## src/cif_pkg.sv

```systemverilog
// Constants, field positions and types shared by the CAN identifier filter block.
// Assumes the protocol engine, CPU mode logic and sleep sequencer sit outside.
package cif_pkg;

  // ==========================================================================
  // operating modes and filter organisation
  // ==========================================================================
  typedef enum logic [1:0] {
    CIF_NORMAL,
    CIF_SLEEP,
    CIF_SOFT_RESET,
    CIF_POWER_DOWN
  } cif_mode_e;

  localparam logic [1:0] FMODE_SINGLE = 2'h0;
  localparam logic [1:0] FMODE_DUAL = 2'h1;
  localparam logic [1:0] FMODE_QUAD = 2'h2;
  localparam logic [1:0] FMODE_CLOSED = 2'h3;

  // ==========================================================================
  // configuration store, reached by index
  // ==========================================================================
  localparam int CFG_COUNT = 12;
  localparam logic [3:0] CFG_MODULE_CTRL_ONE = 4'h0;
  localparam logic [3:0] CFG_BIT_TIMING_ZERO = 4'h1;
  localparam logic [3:0] CFG_BIT_TIMING_ONE = 4'h2;
  localparam logic [3:0] CFG_FILTER_CONTROL = 4'h3;
  localparam logic [3:0] CFG_PATTERN_BASE = 4'h4;
  localparam logic [3:0] CFG_DONTCARE_BASE = 4'h8;
  localparam logic [7:0] CFG_RESET_VALUE = 8'h00;

  // field positions
  localparam int FCTL_MODE_LSB = 4;
  localparam int LOOPBACK_BIT = 5;

  // ==========================================================================
  // receiver flag register layout
  // ==========================================================================
  localparam int RFLG_WAKE = 7;
  localparam int RFLG_RX_WARN = 6;
  localparam int RFLG_TX_WARN = 5;
  localparam int RFLG_RX_PASSIVE = 4;
  localparam int RFLG_TX_PASSIVE = 3;
  localparam int RFLG_BUS_OFF = 2;
  localparam int RFLG_OVERRUN = 1;
  localparam int RFLG_RX_FULL = 0;
  localparam logic [7:0] RFLG_RESET = 8'h00;
  localparam logic [2:0] TFLG_RESET = 3'h7;

  // ==========================================================================
  // error counter limits
  // ==========================================================================
  localparam int ERR_CNT_W = 9;
  localparam logic [ERR_CNT_W-1:0] WARN_LIMIT = 9'h060;
  localparam logic [ERR_CNT_W-1:0] PASSIVE_LIMIT = 9'h07F;
  localparam logic [ERR_CNT_W-1:0] BUS_OFF_LIMIT = 9'h0FF;

  localparam logic RECESSIVE = 1'b1;
  localparam int ID_W = 32;

endpackage : cif_pkg

```

## src/cif_byte_match.sv

```systemverilog
// One maskable compare slice of the acceptance filter bank.
// Assumes pattern and don't-care come from configuration flip-flops.
`timescale 1ns/10ps
module cif_byte_match #(
  parameter int W = 8
) (
  input wire logic [W-1:0] pattern,
  input wire logic [W-1:0] dontcare,
  input wire logic [W-1:0] id,
  output logic hit
);
  // a set don't-care bit forces that position to match
  assign hit = &(~(pattern ^ id) | dontcare);
endmodule : cif_byte_match

```

## src/cif_fifo.sv

```systemverilog
// Flip-flop FIFO with valid/ready on both sides.
// Assumes one clock; clk_en low freezes every pointer and word.
`timescale 1ns/10ps
module cif_fifo #(
  parameter int W = 8,
  parameter int DEPTH = 8
) (
  input wire logic clk,
  input wire logic reset,
  input wire logic clk_en,
  input wire logic in_valid,
  output logic in_ready,
  input wire logic [W-1:0] in_data,
  output logic out_valid,
  input wire logic out_ready,
  output logic [W-1:0] out_data
);
  localparam int PTR_W = (DEPTH > 1) ? $clog2(DEPTH) : 1;
  localparam int CNT_W = $clog2(DEPTH + 1);
  localparam logic [PTR_W-1:0] LAST = PTR_W'(DEPTH - 1);
  localparam logic [CNT_W-1:0] FULL = CNT_W'(DEPTH);

  logic [W-1:0] mem [DEPTH];
  logic [PTR_W-1:0] wr_ptr;
  logic [PTR_W-1:0] rd_ptr;
  logic [CNT_W-1:0] count;
  wire push = in_valid && in_ready && clk_en;
  wire pop = out_valid && out_ready && clk_en;

  assign in_ready = (count != FULL);
  assign out_valid = (count != '0);
  assign out_data = mem[rd_ptr];

  always_ff @(posedge clk) begin
    if (reset) begin
      wr_ptr <= '0;
      rd_ptr <= '0;
      count <= '0;
    end else begin
      if (push) begin
        wr_ptr <= (wr_ptr == LAST) ? '0 : wr_ptr + 1'b1;
      end
      if (pop) begin
        rd_ptr <= (rd_ptr == LAST) ? '0 : rd_ptr + 1'b1;
      end
      if (push && !pop) begin
        count <= count + 1'b1;
      end else if (pop && !push) begin
        count <= count - 1'b1;
      end
    end
  end

  // storage needs no reset: out_valid guards every word read
  always_ff @(posedge clk) begin
    if (push) begin
      mem[wr_ptr] <= in_data;
    end
  end
endmodule : cif_fifo

```

## src/cif_can_id_filter.sv

```systemverilog
// Identifier acceptance filter, receive staging, flag and vector logic, config
// lock and low-power mode decode of a CAN controller.
// Assumes a protocol engine delivers each valid frame after end-of-frame and
// supplies error counters, transmit completions, bus activity and the tx bit.
//
// Summary of operation
// - compare identifier to pattern bits; set don't-care bits always match
// - record two-bit hit index; lowest-numbered matching filter wins
// - single mode: one 32-bit filter over full identifier field
// - dual mode: two 16-bit filters over the leading identifier bits
// - quad mode: four 8-bit filters on the first identifier byte
// - closed mode: nothing reaches the front buffer, receive-full never set
// - four vectors from eleven sources, each locally enabled, globally masked
// - transmit buffer not scheduled shows empty flag, requests transmit vector
// - accepted message in front buffer sets receive-full right after frame
// - bus activity in sleep/power-down sets wake flag; irq needs ack and enable
// - warning flags set when an error counter reaches 96
// - passive state and flags when a counter exceeds 127
// - bus-off state and flag when transmit counter exceeds 255
// - overrun flag belongs to the error vector group
// - accepted message with both buffers full is dropped, overrun flagged
// - back buffer moves to front only while receive-full is clear
// - vector stays pending while any enabled flag of its group is set; wake also needs sleep ack
// - writing one clears a flag, writing zero leaves it
// - clear is ignored while the setting condition persists
// - error counters cannot be written by software
// - configuration writes take effect only with soft reset lock set
// - transmit pin recessive in sleep, soft reset and power-down
// - sleep/soft reset keep register clocks only; power-down stops all
// - mode decode: stop gives power-down, else sleep-ack/soft-reset pair
`timescale 1ns/10ps
module cif_can_id_filter
  import cif_pkg::*;
#(
  parameter int DATA_W = 64,
  parameter int FIFO_DEPTH = 8
) (
  input wire logic clk,
  input wire logic reset,
  input wire logic clk_en,
  // frames from the protocol engine
  input wire logic rx_in_valid,
  output logic rx_in_ready,
  input wire logic [ID_W-1:0] rx_in_id,
  input wire logic [DATA_W-1:0] rx_in_data,
  input wire logic rx_in_own,
  // front buffer as software sees it
  output logic [ID_W-1:0] rx_front_id,
  output logic [DATA_W-1:0] rx_front_data,
  output logic [1:0] filter_hit_index,
  // mode inputs
  input wire logic cpu_stop,
  input wire logic sleep_ack,
  input wire logic soft_reset_lock,
  input wire logic global_irq_mask,
  input wire logic bus_activity,
  // error counters, owned by the protocol engine
  input wire logic [ERR_CNT_W-1:0] rx_err_cnt,
  input wire logic [ERR_CNT_W-1:0] tx_err_cnt,
  // transmit buffers
  input wire logic [2:0] tx_done,
  input wire logic [2:0] tx_flag_clr,
  input wire logic tx_bit,
  output logic can_tx_pin,
  // configuration writes
  input wire logic cfg_wr,
  input wire logic [3:0] cfg_sel,
  input wire logic [7:0] cfg_wdata,
  output logic [7:0] module_ctrl_one,
  output logic [7:0] bit_timing_zero,
  output logic [7:0] bit_timing_one,
  output logic [7:0] filter_control_reg,
  output logic [ID_W-1:0] id_pattern_regs,
  output logic [ID_W-1:0] id_dontcare_regs,
  // receiver flags
  input wire logic rx_flag_clr_wr,
  input wire logic [7:0] rx_flag_clr_data,
  output logic [7:0] rx_flag_reg,
  output logic [2:0] tx_flag_reg,
  // local enables
  input wire logic wake_irq_en,
  input wire logic [5:0] err_irq_en,
  input wire logic rx_full_irq_en,
  input wire logic [2:0] tx_empty_irq_en,
  // vectors and status
  output logic irq_wake,
  output logic irq_err,
  output logic irq_rx,
  output logic irq_tx,
  output cif_mode_e can_mode,
  output logic core_clk_run,
  output logic reg_clk_run,
  output logic rx_passive_state,
  output logic tx_passive_state,
  output logic bus_off_state
);

  localparam int WORD_W = DATA_W + ID_W + 1;

  // ==========================================================================
  // mode decode
  // ==========================================================================
  cif_mode_e mode;
  always_comb begin
    if (cpu_stop) begin
      mode = CIF_POWER_DOWN;
    end else if (soft_reset_lock) begin
      mode = CIF_SOFT_RESET;
    end else if (sleep_ack) begin
      mode = CIF_SLEEP;
    end else begin
      mode = CIF_NORMAL;
    end
  end
  assign can_mode = mode;

  // the core only advances in normal mode; registers stay reachable unless
  // powered down
  wire core_run = (mode == CIF_NORMAL);
  wire reg_run = (mode != CIF_POWER_DOWN);
  assign core_clk_run = core_run;
  assign reg_clk_run = reg_run;
  wire core_step = core_run && clk_en;
  wire reg_step = reg_run && clk_en;

  // ==========================================================================
  // configuration store
  // ==========================================================================
  logic [7:0] cfg_mem [CFG_COUNT];
  wire cfg_take = cfg_wr && soft_reset_lock && reg_step;
  wire cfg_sel_ok = (cfg_sel < 4'(CFG_COUNT));

  always_ff @(posedge clk) begin
    if (reset) begin
      for (int i = 0; i < CFG_COUNT; i++) begin
        cfg_mem[i] <= CFG_RESET_VALUE;
      end
    end else if (cfg_take && cfg_sel_ok) begin
      cfg_mem[cfg_sel] <= cfg_wdata;
    end
  end

  wire [1:0] fmode = cfg_mem[CFG_FILTER_CONTROL][FCTL_MODE_LSB +: 2];
  wire loopback = cfg_mem[CFG_MODULE_CTRL_ONE][LOOPBACK_BIT];
  logic [1:0] front_hit;

  assign module_ctrl_one = cfg_mem[CFG_MODULE_CTRL_ONE];
  assign bit_timing_zero = cfg_mem[CFG_BIT_TIMING_ZERO];
  assign bit_timing_one = cfg_mem[CFG_BIT_TIMING_ONE];
  assign filter_control_reg = {2'h0, fmode, 2'h0, front_hit};
  assign filter_hit_index = front_hit;

  // ==========================================================================
  // frame FIFO
  // ==========================================================================
  logic f_valid;
  logic [WORD_W-1:0] f_word;

  // draining stops outside normal mode, so the engine sees back-pressure
  cif_fifo #(
    .W(WORD_W),
    .DEPTH(FIFO_DEPTH)
  ) u_fifo (
    .clk(clk),
    .reset(reset),
    .clk_en(clk_en),
    .in_valid(rx_in_valid),
    .in_ready(rx_in_ready),
    .in_data({rx_in_own, rx_in_data, rx_in_id}),
    .out_valid(f_valid),
    .out_ready(core_run),
    .out_data(f_word)
  );

  wire [ID_W-1:0] f_id = f_word[ID_W-1:0];
  wire [DATA_W-1:0] f_data = f_word[ID_W +: DATA_W];
  wire f_own = f_word[WORD_W-1];
  wire f_pop = f_valid && core_step;

  // ==========================================================================
  // acceptance filter bank
  // ==========================================================================
  // byte k of the bank is byte k of the identifier field, first-sent first
  logic [3:0] m_dir;
  logic [3:0] m_dual;
  logic [3:0] m_quad;

  for (genvar k = 0; k < 4; k++) begin : g_slice
    wire [7:0] pat = cfg_mem[CFG_PATTERN_BASE + 4'(k)];
    wire [7:0] dc = cfg_mem[CFG_DONTCARE_BASE + 4'(k)];
    assign id_pattern_regs[ID_W-1-8*k -: 8] = pat;
    assign id_dontcare_regs[ID_W-1-8*k -: 8] = dc;
    cif_byte_match #(.W(8)) u_dir (
      .pattern(pat),
      .dontcare(dc),
      .id(f_id[ID_W-1-8*k -: 8]),
      .hit(m_dir[k])
    );
    cif_byte_match #(.W(8)) u_dual (
      .pattern(pat),
      .dontcare(dc),
      .id(f_id[ID_W-1-8*(k%2) -: 8]),
      .hit(m_dual[k])
    );
    cif_byte_match #(.W(8)) u_quad (
      .pattern(pat),
      .dontcare(dc),
      .id(f_id[ID_W-1 -: 8]),
      .hit(m_quad[k])
    );
  end

  logic [3:0] hits;
  always_comb begin
    unique case (fmode)
      FMODE_SINGLE: hits = {3'h0, &m_dir};
      FMODE_DUAL: hits = {2'h0, &m_dual[3:2], &m_dual[1:0]};
      FMODE_QUAD: hits = m_quad;
      FMODE_CLOSED: hits = 4'h0;
    endcase
  end

  // lowest filter number wins when several match
  wire [1:0] hit_idx = hits[0] ? 2'h0 : hits[1] ? 2'h1 : hits[2] ? 2'h2 : 2'h3;

  // own frames only count in loopback
  wire accept = f_pop && (|hits) && (!f_own || loopback);

  // ==========================================================================
  // two-stage receive buffer
  // ==========================================================================
  logic back_full;
  logic [ID_W-1:0] back_id;
  logic [DATA_W-1:0] back_data;
  logic [1:0] back_hit;

  wire rx_full = rx_flag_reg[RFLG_RX_FULL];
  wire copy = back_full && !rx_full && core_step;
  wire load_back = accept && (!back_full || copy);
  wire overrun_ev = accept && back_full && !copy;

  always_ff @(posedge clk) begin
    if (reset) begin
      back_full <= 1'b0;
    end else if (load_back) begin
      back_full <= 1'b1;
    end else if (copy) begin
      back_full <= 1'b0;
    end
  end

  always_ff @(posedge clk) begin
    if (reset) begin
      back_id <= '0;
      back_data <= '0;
      back_hit <= 2'h0;
    end else if (load_back) begin
      back_id <= f_id;
      back_data <= f_data;
      back_hit <= hit_idx;
    end
  end

  always_ff @(posedge clk) begin
    if (reset) begin
      rx_front_id <= '0;
      rx_front_data <= '0;
      front_hit <= 2'h0;
    end else if (copy) begin
      rx_front_id <= back_id;
      rx_front_data <= back_data;
      front_hit <= back_hit;
    end
  end

  // ==========================================================================
  // error state from the counters
  // ==========================================================================
  // the counters arrive only as inputs; no path here can alter them
  wire rx_warn_c = (rx_err_cnt >= WARN_LIMIT);
  wire tx_warn_c = (tx_err_cnt >= WARN_LIMIT);
  wire rx_pass_c = (rx_err_cnt > PASSIVE_LIMIT);
  wire tx_pass_c = (tx_err_cnt > PASSIVE_LIMIT);
  wire boff_c = (tx_err_cnt > BUS_OFF_LIMIT);

  always_ff @(posedge clk) begin
    if (reset) begin
      rx_passive_state <= 1'b0;
      tx_passive_state <= 1'b0;
      bus_off_state <= 1'b0;
    end else if (clk_en) begin
      rx_passive_state <= rx_pass_c;
      tx_passive_state <= tx_pass_c;
      bus_off_state <= boff_c;
    end
  end

  // ==========================================================================
  // receiver and transmitter flags
  // ==========================================================================
  wire wake_ev = bus_activity && (mode == CIF_SLEEP || mode == CIF_POWER_DOWN);

  logic [7:0] rset;
  logic [7:0] rhold;
  always_comb begin
    rset = 8'h00;
    rset[RFLG_WAKE] = wake_ev;
    rset[RFLG_RX_WARN] = rx_warn_c;
    rset[RFLG_TX_WARN] = tx_warn_c;
    rset[RFLG_RX_PASSIVE] = rx_pass_c;
    rset[RFLG_TX_PASSIVE] = tx_pass_c;
    rset[RFLG_BUS_OFF] = boff_c;
    rset[RFLG_OVERRUN] = overrun_ev;
    rset[RFLG_RX_FULL] = copy;
    // while a condition still stands its flag refuses the clear
    rhold = rset;
  end

  // only the ones written clear; zeros leave flags alone
  wire [7:0] rclr = (rx_flag_clr_wr && reg_run) ? rx_flag_clr_data & ~rhold : 8'h00;
  // a set in the clearing cycle wins
  wire [7:0] next_rx_flag = (rx_flag_reg & ~rclr) | rset;

  always_ff @(posedge clk) begin
    if (reset) begin
      rx_flag_reg <= RFLG_RESET;
    end else if (clk_en) begin
      rx_flag_reg <= next_rx_flag;
    end
  end

  // clearing an empty flag schedules that buffer; completion sets it again
  wire [2:0] tclr = reg_run ? tx_flag_clr : 3'h0;
  wire [2:0] next_tx_flag = (tx_flag_reg & ~tclr) | tx_done;

  always_ff @(posedge clk) begin
    if (reset) begin
      tx_flag_reg <= TFLG_RESET;
    end else if (clk_en) begin
      tx_flag_reg <= next_tx_flag;
    end
  end

  // ==========================================================================
  // interrupt vectors
  // ==========================================================================
  wire [5:0] err_flags = {
    rx_flag_reg[RFLG_RX_WARN],
    rx_flag_reg[RFLG_TX_WARN],
    rx_flag_reg[RFLG_RX_PASSIVE],
    rx_flag_reg[RFLG_TX_PASSIVE],
    rx_flag_reg[RFLG_BUS_OFF],
    rx_flag_reg[RFLG_OVERRUN]
  };
  wire gate = !global_irq_mask;

  // levels: pending exactly as long as an enabled flag stays set and global_irq_mask is low, and for wake sleep_ack is high
  assign irq_wake = gate && rx_flag_reg[RFLG_WAKE] && wake_irq_en && sleep_ack;
  assign irq_err = gate && |(err_flags & err_irq_en);
  assign irq_rx = gate && rx_full && rx_full_irq_en;
  assign irq_tx = gate && |(tx_flag_reg & tx_empty_irq_en);

  // ==========================================================================
  // transmit pin
  // ==========================================================================
  always_ff @(posedge clk) begin
    if (reset) begin
      can_tx_pin <= RECESSIVE;
    end else if (clk_en) begin
      can_tx_pin <= core_run ? tx_bit : RECESSIVE;
    end
  end

endmodule : cif_can_id_filter

```

## config.mk

```make
export PLATFORM = sky130hd
export DESIGN_NAME = cif_can_id_filter
export DESIGN_NICKNAME = d
export VERILOG_FILES = /design/src/cif_pkg.sv /design/src/cif_byte_match.sv /design/src/cif_fifo.sv /design/src/cif_can_id_filter.sv
export SDC_FILE = /design/constraint.sdc
export NUM_CORES = 1
export LEC_CHECK = 0
export ABC_CLOCK_PERIOD_IN_PS = 15300
export BUFFER_PORTS_ARGS = -buffer_cell sky130_fd_sc_hd__buf_2
export CORE_ASPECT_RATIO = 0.9
export CORE_MARGIN = 3
export CORE_UTILIZATION = 48
export DETAILED_ROUTE_END_ITERATION = 10
export PLACE_DENSITY_LB_ADDON = 0.12
export SLEW_MARGIN = 20
export SYNTH_ARGS = -nofsm -noshare
export SYNTH_HDL_FRONTEND = slang
export SYNTH_SLANG_ARGS = --single-unit
```

## constraint.sdc

```tcl
create_clock -name clk -period 15.3 [get_ports clk]
set_clock_uncertainty 0.05 [all_clocks]
set_input_delay 1.53 -clock clk [delete_from_list [all_inputs] [get_ports clk]]
set_output_delay 1.53 -clock clk [all_outputs]
set_load 0.01 [all_outputs]
```

---- Word level (Yosys, flattened, before mapping) ----
Memory sizes are Yosys's and may differ from the RTL's. A register that Yosys moved wholly into a read port is not among the register bits.
Cells that the tools add are included.
storage, ports and cells
  input bits .............................. 164
  output and inout bits ................... 218
  memories ................................ 2
  memory bits (writable) .................. 872
  flip-flop bits (word level) ............. 222
cells by class
  reduce and logical (&&, ||, !) cells .... 54
  eq/ne operators ......................... 9
  bitwise gates (word level) .............. 34
  multiplexer cells ....................... 28
  $lt $le $gt $ge ......................... 6
  add/subtract/negate cells ............... 4
memories
  memory      words  bits a word  read ports  clocked after memory_dff  write ports  line                      RTL
  u_fifo.mem  8      97           1           1                         1            cif_fifo.sv:23            logic [W-1:0] mem [DEPTH];
  cfg_mem     12     8            12          0                         12           cif_can_id_filter.sv:129  logic [7:0] cfg_mem [CFG_COUNT];
operators by type and width
  cell                                                               count
  NOT 8 bit                                                          10
  OR 8 bit                                                           9
  XOR 8 bit                                                          8
  AND reduction 16 bit                                               2
  AND reduction 32 bit                                               1
  AND reduction 8 bit                                                4
  logical AND 1 bit                                                  28
  greater-or-equal comparator 9 x 7 -> 1 bit, second input constant  2
  > comparator 9 x 7 -> 1 bit, second input constant                 2
  AND 8 bit                                                          2
  2-to-1 mux 8 bit                                                   2
  one-hot mux 4 bit (4 select lines)                                 1
  2-to-1 mux 3 bit                                                   5
  2-to-1 mux 1 bit                                                   13
  2-to-1 mux 4 bit                                                   3
  > comparator 9 x 8 -> 1 bit, second input constant                 1
  2-to-1 mux 2 bit                                                   4
  OR reduction 8 bit                                                 1
  logical NOT 1 bit                                                  7
  adder 3 x 1 -> 3 bit, second input constant                        2
  AND 3 bit                                                          2
  AND 6 bit                                                          1
  == test 2 bit, second input constant                               3
  == test 3 bit, second input constant                               2
  15 further kinds                                                   20

---- Depth between registers and ports, before layout ----
Gate-level depths: netlist (run 1).
An unclocked memory read counts as a cell.
  word-level depth ........................ 17
  mapped depth ............................ 17
  mapped depth without buffers ............ 13

---- Hierarchy ----
Synthesis (run 1) repeated with hierarchy kept, for this count alone.
second synthesis, totals
  cell total of the unflattened synthesis .. 2555
  area total of the unflattened synthesis .. 42478.2 um2
modules (own cells, without submodules)
  module             cells each  area an instance (um2)  times used
  cif_fifo           1197        29788.6                 1
  cif_can_id_filter  1202        11398.4                 1
  cif_byte_match     13          107.6                   12

---- Least setup slack after synthesis (run 1) ----
No wires, ideal clock.
  path type ............................... input to register
  start ................................... in clk_en
  end ..................................... mem u_fifo.mem[0][0] (netlist name), enable pin
  stages .................................. 3
  slack ................................... 3.176 ns
  arrival time ............................ 11.280 ns
  data required time ...................... 14.456 ns
  path through ............................ clkbuf_1 nand3_1 nor4_1
on the way
  word-level cells in the longest chain between the ends .. 3
RTL lines
  element                                 line                     RTL
  start: declaration                      cif_can_id_filter.sv:40  input wire logic clk_en,
  logical AND 1 bit                       cif_fifo.sv:27           wire push = in_valid && in_ready && clk_en;
  2-to-1 mux 1 bit                        cif_fifo.sv:56           if (push) begin
  2-to-1 mux 1 bit (not written as such)  cif_fifo.sv:57           mem[wr_ptr] <= in_data;
  end: declaration                        cif_fifo.sv:23
Every way passes these cells.

==> flow_metrics.env, run 1 <==
export IMPL_holdWs_ns=0.4000
export IMPL_drive_gt1_frac=0.2814
export IMPL_hp_class="flip-flop to flip-flop"
export IMPL_hp_start="back_data[5]"
export IMPL_ys_async_sr_fraction=0
export IMPL_min_period_over_period=0.4581
export IMPL_p_sw_frac=0.2132
export IMPL_hold_end="rx_front_data[5]"
export IMPL_yosys_warnings=0
export IMPL_cts_setup_buffers=0
export IMPL_seqCellArea_mm2=0.03052
export IMPL_drc=0
export IMPL_multi_input_area_mm2=0.01165
export IMPL_hold_viol_final=0
export IMPL_synthFlopType="edfxtp_1"
export IMPL_final_cell_mix="866 x edfxtp_1, 366 x buf_2, 225 x nand2_1"
export IMPL_critPathMaxFanout=57
export IMPL_grt_pass1_vias=24780
export IMPL_synth_edf_count=866
export IMPL_clk_insertion_delay_late_ns=0.68
export IMPL_yosysSeqAreaShare=0.7106
export IMPL_antenna_found_initial=29
export IMPL_drv_cap=0
export IMPL_path_clk_slew_ns=0.06
export IMPL_avgSynthCellArea_um2=16.46
export IMPL_cp_arrival_ns=7.52
export IMPL_initial_core_util=0.4870
export IMPL_core_area_mm2=0.08815
export IMPL_tns_ns=0
export IMPL_grt_max_degree=115
export IMPL_clock_power_share=0.423
export IMPL_clk_path_buf_depth=3
export IMPL_cts_sinks=1091
export IMPL_num_rows=103
export IMPL_rsz0062_at_grt="false"
export IMPL_routed_wl_um=107700
export IMPL_drtIter0Drc=1938
export IMPL_n_fill_cell=7015
export IMPL_max_freq_mhz=142.7
export IMPL_cts_tree="done"
export IMPL_synthesis_area_mm2=0.04293
export IMPL_grt_first_pass_wirelength_um=158500
export IMPL_utilization=0.5601
export IMPL_slew_headroom=0.2344
export IMPL_final_common_cell="edfxtp_1"
export IMPL_period_minus_slack_ns=7.008
export IMPL_p_int_mw=4.835
export IMPL_fp_dieW_um=321.2
export IMPL_cts_resized=0
export IMPL_grt_usage=0.2297
export IMPL_p_sw_mw=1.310
export IMPL_synth_cell_types=73
export IMPL_dpl_hpwl_um=64050
export IMPL_reg2regPathDepth=14
export IMPL_ff2ff_setup_slack_ns=8.29
export IMPL_die_area_mm2=0.09307
export IMPL_placed_cell_area_mm2=0.04582
export IMPL_drt_wirelength_per_cell_um=25.43
export IMPL_hold_buffers=0
export IMPL_ir_drop_mv=0.08994
export IMPL_worstSetupPathType="flip-flop to flip-flop"
export IMPL_worst_slew_pin_slew_ns=1.148
export IMPL_reg_top3="u_fifo.mem x776, cfg_mem x90"
export IMPL_fin_area_mm2=0.04937
export IMPL_fp_dieH_um=289.7
export IMPL_vias=24000
export IMPL_setup_viol=0
export IMPL_antenna_left=0
export IMPL_first_pass_iters=7
export IMPL_r2r_end="back_data[15]"
export IMPL_top_register="u_fifo.mem"
export IMPL_cts_buffers_inserted=108
export IMPL_gp_congestion=0.9172
export IMPL_area_delta_synth_final_pct=15.00
export IMPL_start_kind="flip-flop"
export IMPL_htree_num_levels=3
export IMPL_place_ws_ns=8.024
export IMPL_cts_root_buf="clkbuf_16"
export IMPL_p_per_area_mw_per_mm2=124.5
export IMPL_grt_ovfl_total=0
export IMPL_layout_nets=3146
export IMPL_netlist_instances=2608
export IMPL_portBuffers=367
export IMPL_leakage_nw=16.84
export IMPL_end_kind="flip-flop"
export IMPL_hold_path_depth=2
export IMPL_status="completed"
export IMPL_vias_per_cell=5.669
export IMPL_finalWorstSetupSlack_ns=8.292
export IMPL_drv_slew=0
export IMPL_ios=382
export IMPL_combPwrFrac=0.045
export IMPL_p_seq_frac=0.532
export IMPL_critPathRequiredTime_ns=15.81
export IMPL_largest_reg_flops=776
export IMPL_ys_ff_latch=1091
cell usage after synthesis (17+ instances only):
library cell,instances,share of area
edfxtp_1,866,0.61
dfxtp_1,225,0.10
nand2_1,225,0.020
mux2i_1,146,0.034
mux4_2,144,0.076
nor2_1,126,0.011
a21oi_1,121,0.014
nor2b_1,98,0.014
clkbuf_1,92,0.0080
and2_1,66,0.0096
mux2_2,56,0.015
mux2_4,52,0.018
xor2_1,35,0.0071
o22ai_1,34,0.0050
mux2_1,32,0.0084
nand2b_1,32,0.0047
nor3_1,32,0.0037
buf_1,19,0.0017
buf_6,17,0.0045
power by group through the flow:
stage | combinational (mW) | sequential, mW | clock, mW
2_1_floorplan | 0.153 | 3.34 | 0
3_3_place_gp | 0.270 | 3.33 | 0
3_5_place_dp | 0.277 | 3.33 | 0
4_1_cts | 0.278 | 3.27 | 2.67
5_1_grt | 0.301 | 3.27 | 2.78
6_report | 0.276 | 3.27 | 2.60
worst max-delay path by stage:
stage | end | from | slack (ns) | cells after the start
global route | back_data[16] | flip-flop | 7.82 | 14
CTS | back_data[16] | flip-flop | 8.01 | 14
floorplan | u_fifo.mem[0][0] | clk_en | 3.18 | 3
finish | back_data[15] | flip-flop | 8.29 | 14
global placement | back_data[16] | flip-flop | 8.19 | 14
detailed placement | back_data[16] | flip-flop | 8.02 | 14
critical path: stages (launching register included):
cell	delay [ns]
dfxtp_4	0.96
buf_4	0.85
buf_4	0.84
mux2_2	0.30
o22ai_1	0.07
a221oi_1	0.88
xnor2_1	0.13
o22ai_1	0.24
o41ai_1	0.12
a31oi_1	0.24
o21bai_2	0.17
o21ai_4	0.14
buf_4	0.53
buf_4	0.77
mux2_2	0.41
cell type report:
type / count / share of cell area
Tap cell: 1155 / 0.02927
Clock buffer: 167 / 0.06373
Sequential cell: 1091 / 0.6182
Inverter: 14 / 0.001064
Timing Repair Buffer: 410 / 0.04389
Multi-Input combinational cell: 1349 / 0.2360
Antenna cell: 9 / 0.0004561
Clock inverter: 39 / 0.007476
through the flow:
step	cells	total power [mW]
after detailed placement	4018	3.610
after global routing	4229	6.349
after global placement	4018	3.600
after CTS	4224	6.213
after floorplan	2611	3.491
final	4234	6.145
per-layer routing:
metal	up-vias	wire length [µm]	global-route usage	part of all wire
li1	10600	-	-	-
met1	12340	45300	0.3091	0.42
met2	803	52090	0.3819	0.48
met3	237	6764	0.04269	0.063
met4	18	3400	0.07416	0.032
met5	-	123	0	0.0011
cells by family after synthesis:
group,after synthesis,synth area share
flops,1091,0.7106
fa+ha+maj,8,0.002506
other cells,1,0.00008735
simple gates,630,0.07143
buf+inv,171,0.01999
xor+xnor,51,0.01040
mux,430,0.1508
compound gates,226,0.03410
Note: power is estimated with default switching activity, not from simulation.
==> run 2: changes to the inputs <==
--- a/config.mk
+++ b/config.mk
@@ -5,7 +5,7 @@
 export SDC_FILE = /design/constraint.sdc
 export NUM_CORES = 1
 export LEC_CHECK = 0
-export ABC_CLOCK_PERIOD_IN_PS = 15300
+export ABC_CLOCK_PERIOD_IN_PS = 7200
 export BUFFER_PORTS_ARGS = -buffer_cell sky130_fd_sc_hd__buf_2
 export CORE_ASPECT_RATIO = 0.9
 export CORE_MARGIN = 3
==> constraint.sdc (replaced) <==
create_clock -name clk -period 7.2 [get_ports clk]
set_clock_uncertainty 0.05 [all_clocks]
set_input_delay 0.72 -clock clk [delete_from_list [all_inputs] [get_ports clk]]
set_output_delay 0.72 -clock clk [all_outputs]
set_load 0.01 [all_outputs]
==> run 2 against run 1 <==
Against the previous run: count of clock-buffer cells in the layout fell by 21; combinational power rose by 110%; core utilization rose by 0.16 points; flip-flop and latch count did not move; sequential power rose by 110%; critical path depth fell by 3; wire length fell by 0.89%; die area did not move; design area rose by 0.29%; sequential share of layout area fell by 0.18 points; highest routed layer unchanged.
==> flow_metrics.env, run 2 (synthesis results as in run 1) <==
export IMPL_rsz0062_at_grt="false"
export IMPL_drt_wirelength_per_cell_um=25.22
export IMPL_drv_cap=0
export IMPL_portBuffers=367
export IMPL_reg_top3="u_fifo.mem x776, cfg_mem x90"
export IMPL_largest_reg_flops=776
export IMPL_dpl_hpwl_um=63960
export IMPL_leakage_nw=16.89
export IMPL_cts_resized=0
export IMPL_clock_power_share=0.424
export IMPL_setup_viol=0
export IMPL_grt_first_pass_wirelength_um=156700
export IMPL_routed_wl_um=106700
export IMPL_max_freq_mhz=182.4
export IMPL_drive_gt1_frac=0.2859
export IMPL_antenna_found_initial=25
export IMPL_hold_buffers=0
export IMPL_drv_slew=0
export IMPL_fin_cells=4231
export IMPL_vias=23790
export IMPL_core_area_mm2=0.08815
export IMPL_ir_drop_mv=0.1997
export IMPL_end_kind="flip-flop"
export IMPL_gp_congestion=0.9472
export IMPL_cts_setup_buffers=0
export IMPL_hold_viol_final=0
export IMPL_grt_usage=0.2273
export IMPL_grt_pass1_vias=24070
export IMPL_area_delta_synth_final_pct=15.34
export IMPL_clk_insertion_delay_late_ns=0.68
export IMPL_htree_num_levels=3
export IMPL_hp_class="primary input to flip-flop"
export IMPL_n_fill_cell=7003
export IMPL_cts_sinks=1091
export IMPL_path_clk_slew_ns=0.06
export IMPL_period_minus_slack_ns=5.484
export IMPL_fp_dieW_um=321.2
export IMPL_clk_path_buf_depth=3
export IMPL_drc=0
export IMPL_p_sw_frac=0.2129
export IMPL_layout_nets=3145
export IMPL_critPathMaxFanout=67
export IMPL_worst_slew_pin_slew_ns=1.109
export IMPL_top_register="u_fifo.mem"
export IMPL_die_area_mm2=0.09307
export IMPL_combPwrFrac=0.044
export IMPL_grt_max_degree=96
export IMPL_cts_tree="done"
export IMPL_drtIter0Drc=1892
export IMPL_initial_core_util=0.4870
export IMPL_final_common_cell="edfxtp_1"
export IMPL_critPathRequiredTime_ns=7.70
export IMPL_antenna_left=0
export IMPL_cts_buffers_inserted=110
export IMPL_slew_headroom=0.2607
export IMPL_holdWs_ns=0.2471
export IMPL_p_sw_mw=2.788
export IMPL_start_kind="flip-flop"
export IMPL_p_int_mw=10.30
export IMPL_cts_root_buf="clkbuf_16"
export IMPL_final_cell_mix="866 x edfxtp_1, 366 x buf_2, 225 x nand2_1"
export IMPL_min_period_over_period=0.7617
export IMPL_fp_dieH_um=289.7
export IMPL_cp_arrival_ns=5.98
export IMPL_p_per_area_mw_per_mm2=264.4
export IMPL_p_seq_frac=0.531
export IMPL_place_inst=4015
export IMPL_worstSetupPathType="flip-flop to flip-flop"
export IMPL_first_pass_iters=5
export IMPL_num_rows=103
export IMPL_grt_ovfl_total=0
export IMPL_ios=382
export IMPL_status="completed"
export IMPL_vias_per_cell=5.622
## run 2: cell types whose count changed in the layout (fill, tap and decap cells not counted), sizes merged, moves of 2 or more
cell      change
clkbuf       -21
clkinv       +14
clkinvlp      +4
buf           -3
bufinv        +2
inv           +2
## run 2: worst max-delay path, stage by stage, from the launching register on
cell and delay [ns]:
dfxtp_4 0.82, buf_4 0.64, buf_4 0.91, mux2i_1 0.66, xor2_1 0.14, o22ai_1 0.17, nor2_1 0.08, a31oi_1 0.40
o21bai_2 0.18, o21ai_4 0.18, buf_12 0.47, mux2_2 0.41
## run 2: metal layers
layer | wire (µm) | GRT usage | vias up | share of wire
li1 | - | - | 10610 | -
met1 | 45970 | 0.3100 | 12170 | 0.43
met2 | 51200 | 0.3784 | 799 | 0.48
met4 | 2815 | 0.06432 | 14 | 0.026
met5 | 91 | 0 | - | 0.00085
met3 | 6638 | 0.04094 | 192 | 0.062
## run 2: layout make-up
type	count	area, µm²	area share
Sequential cell	1091	30520	0.6164
Antenna cell	8	20.02	0.0004043
Timing Repair Buffer	407	2247	0.04538
Clock inverter	61	536.8	0.01084
Clock buffer	146	3030	0.06120
Multi-Input combinational cell	1349	11660	0.2356
Tap cell	1155	1445	0.02918
Inverter	14	52.55	0.001061
## run 2: stage by stage
| step | setup slack, ns | utilization | power [mW] | instance area (µm²) | setup TNS (ns) |
|---|---|---|---|---|---|
| after CTS | 1.687 | 0.5613 | 13.22 | 49480 | 0 |
| after global placement | 1.740 | 0.5208 | 7.655 | 45910 | 0 |
| after detailed placement | 1.731 | 0.5208 | 7.674 | 45910 | 0 |
| after global routing | 1.480 | 0.5615 | 13.52 | 49500 | 0 |
| after floorplan | -1.421 | - | 7.410 | 42950 | -416.99 |
| final | 1.716 | 0.5617 | 13.09 | 49520 | 0 |
## run 2: power by group through the flow
| stage | logic [mW] | clock network, mW | registers (mW) |
|---|---|---|---|
| 4_1_cts | 0.587 | 5.68 | 6.95 |
| 5_1_grt | 0.632 | 5.93 | 6.96 |
| 6_report | 0.581 | 5.55 | 6.96 |
| 3_5_place_dp | 0.586 | 0 | 7.09 |
| 3_3_place_gp | 0.572 | 0 | 7.08 |
| 2_1_floorplan | 0.325 | 0 | 7.09 |
## run 2: final timing paths
check,startpoint,endpoint,slack (ns),cells after the start
worst max-delay path,flip-flop,back_data[14],1.72,11
worst min-delay path,tx_done[2],tx_flag_reg[2],0.25,2
worst min register to register,back_data[12],rx_front_data[12],0.40,2
worst max register to register,flip-flop,back_data[14],1.72,11
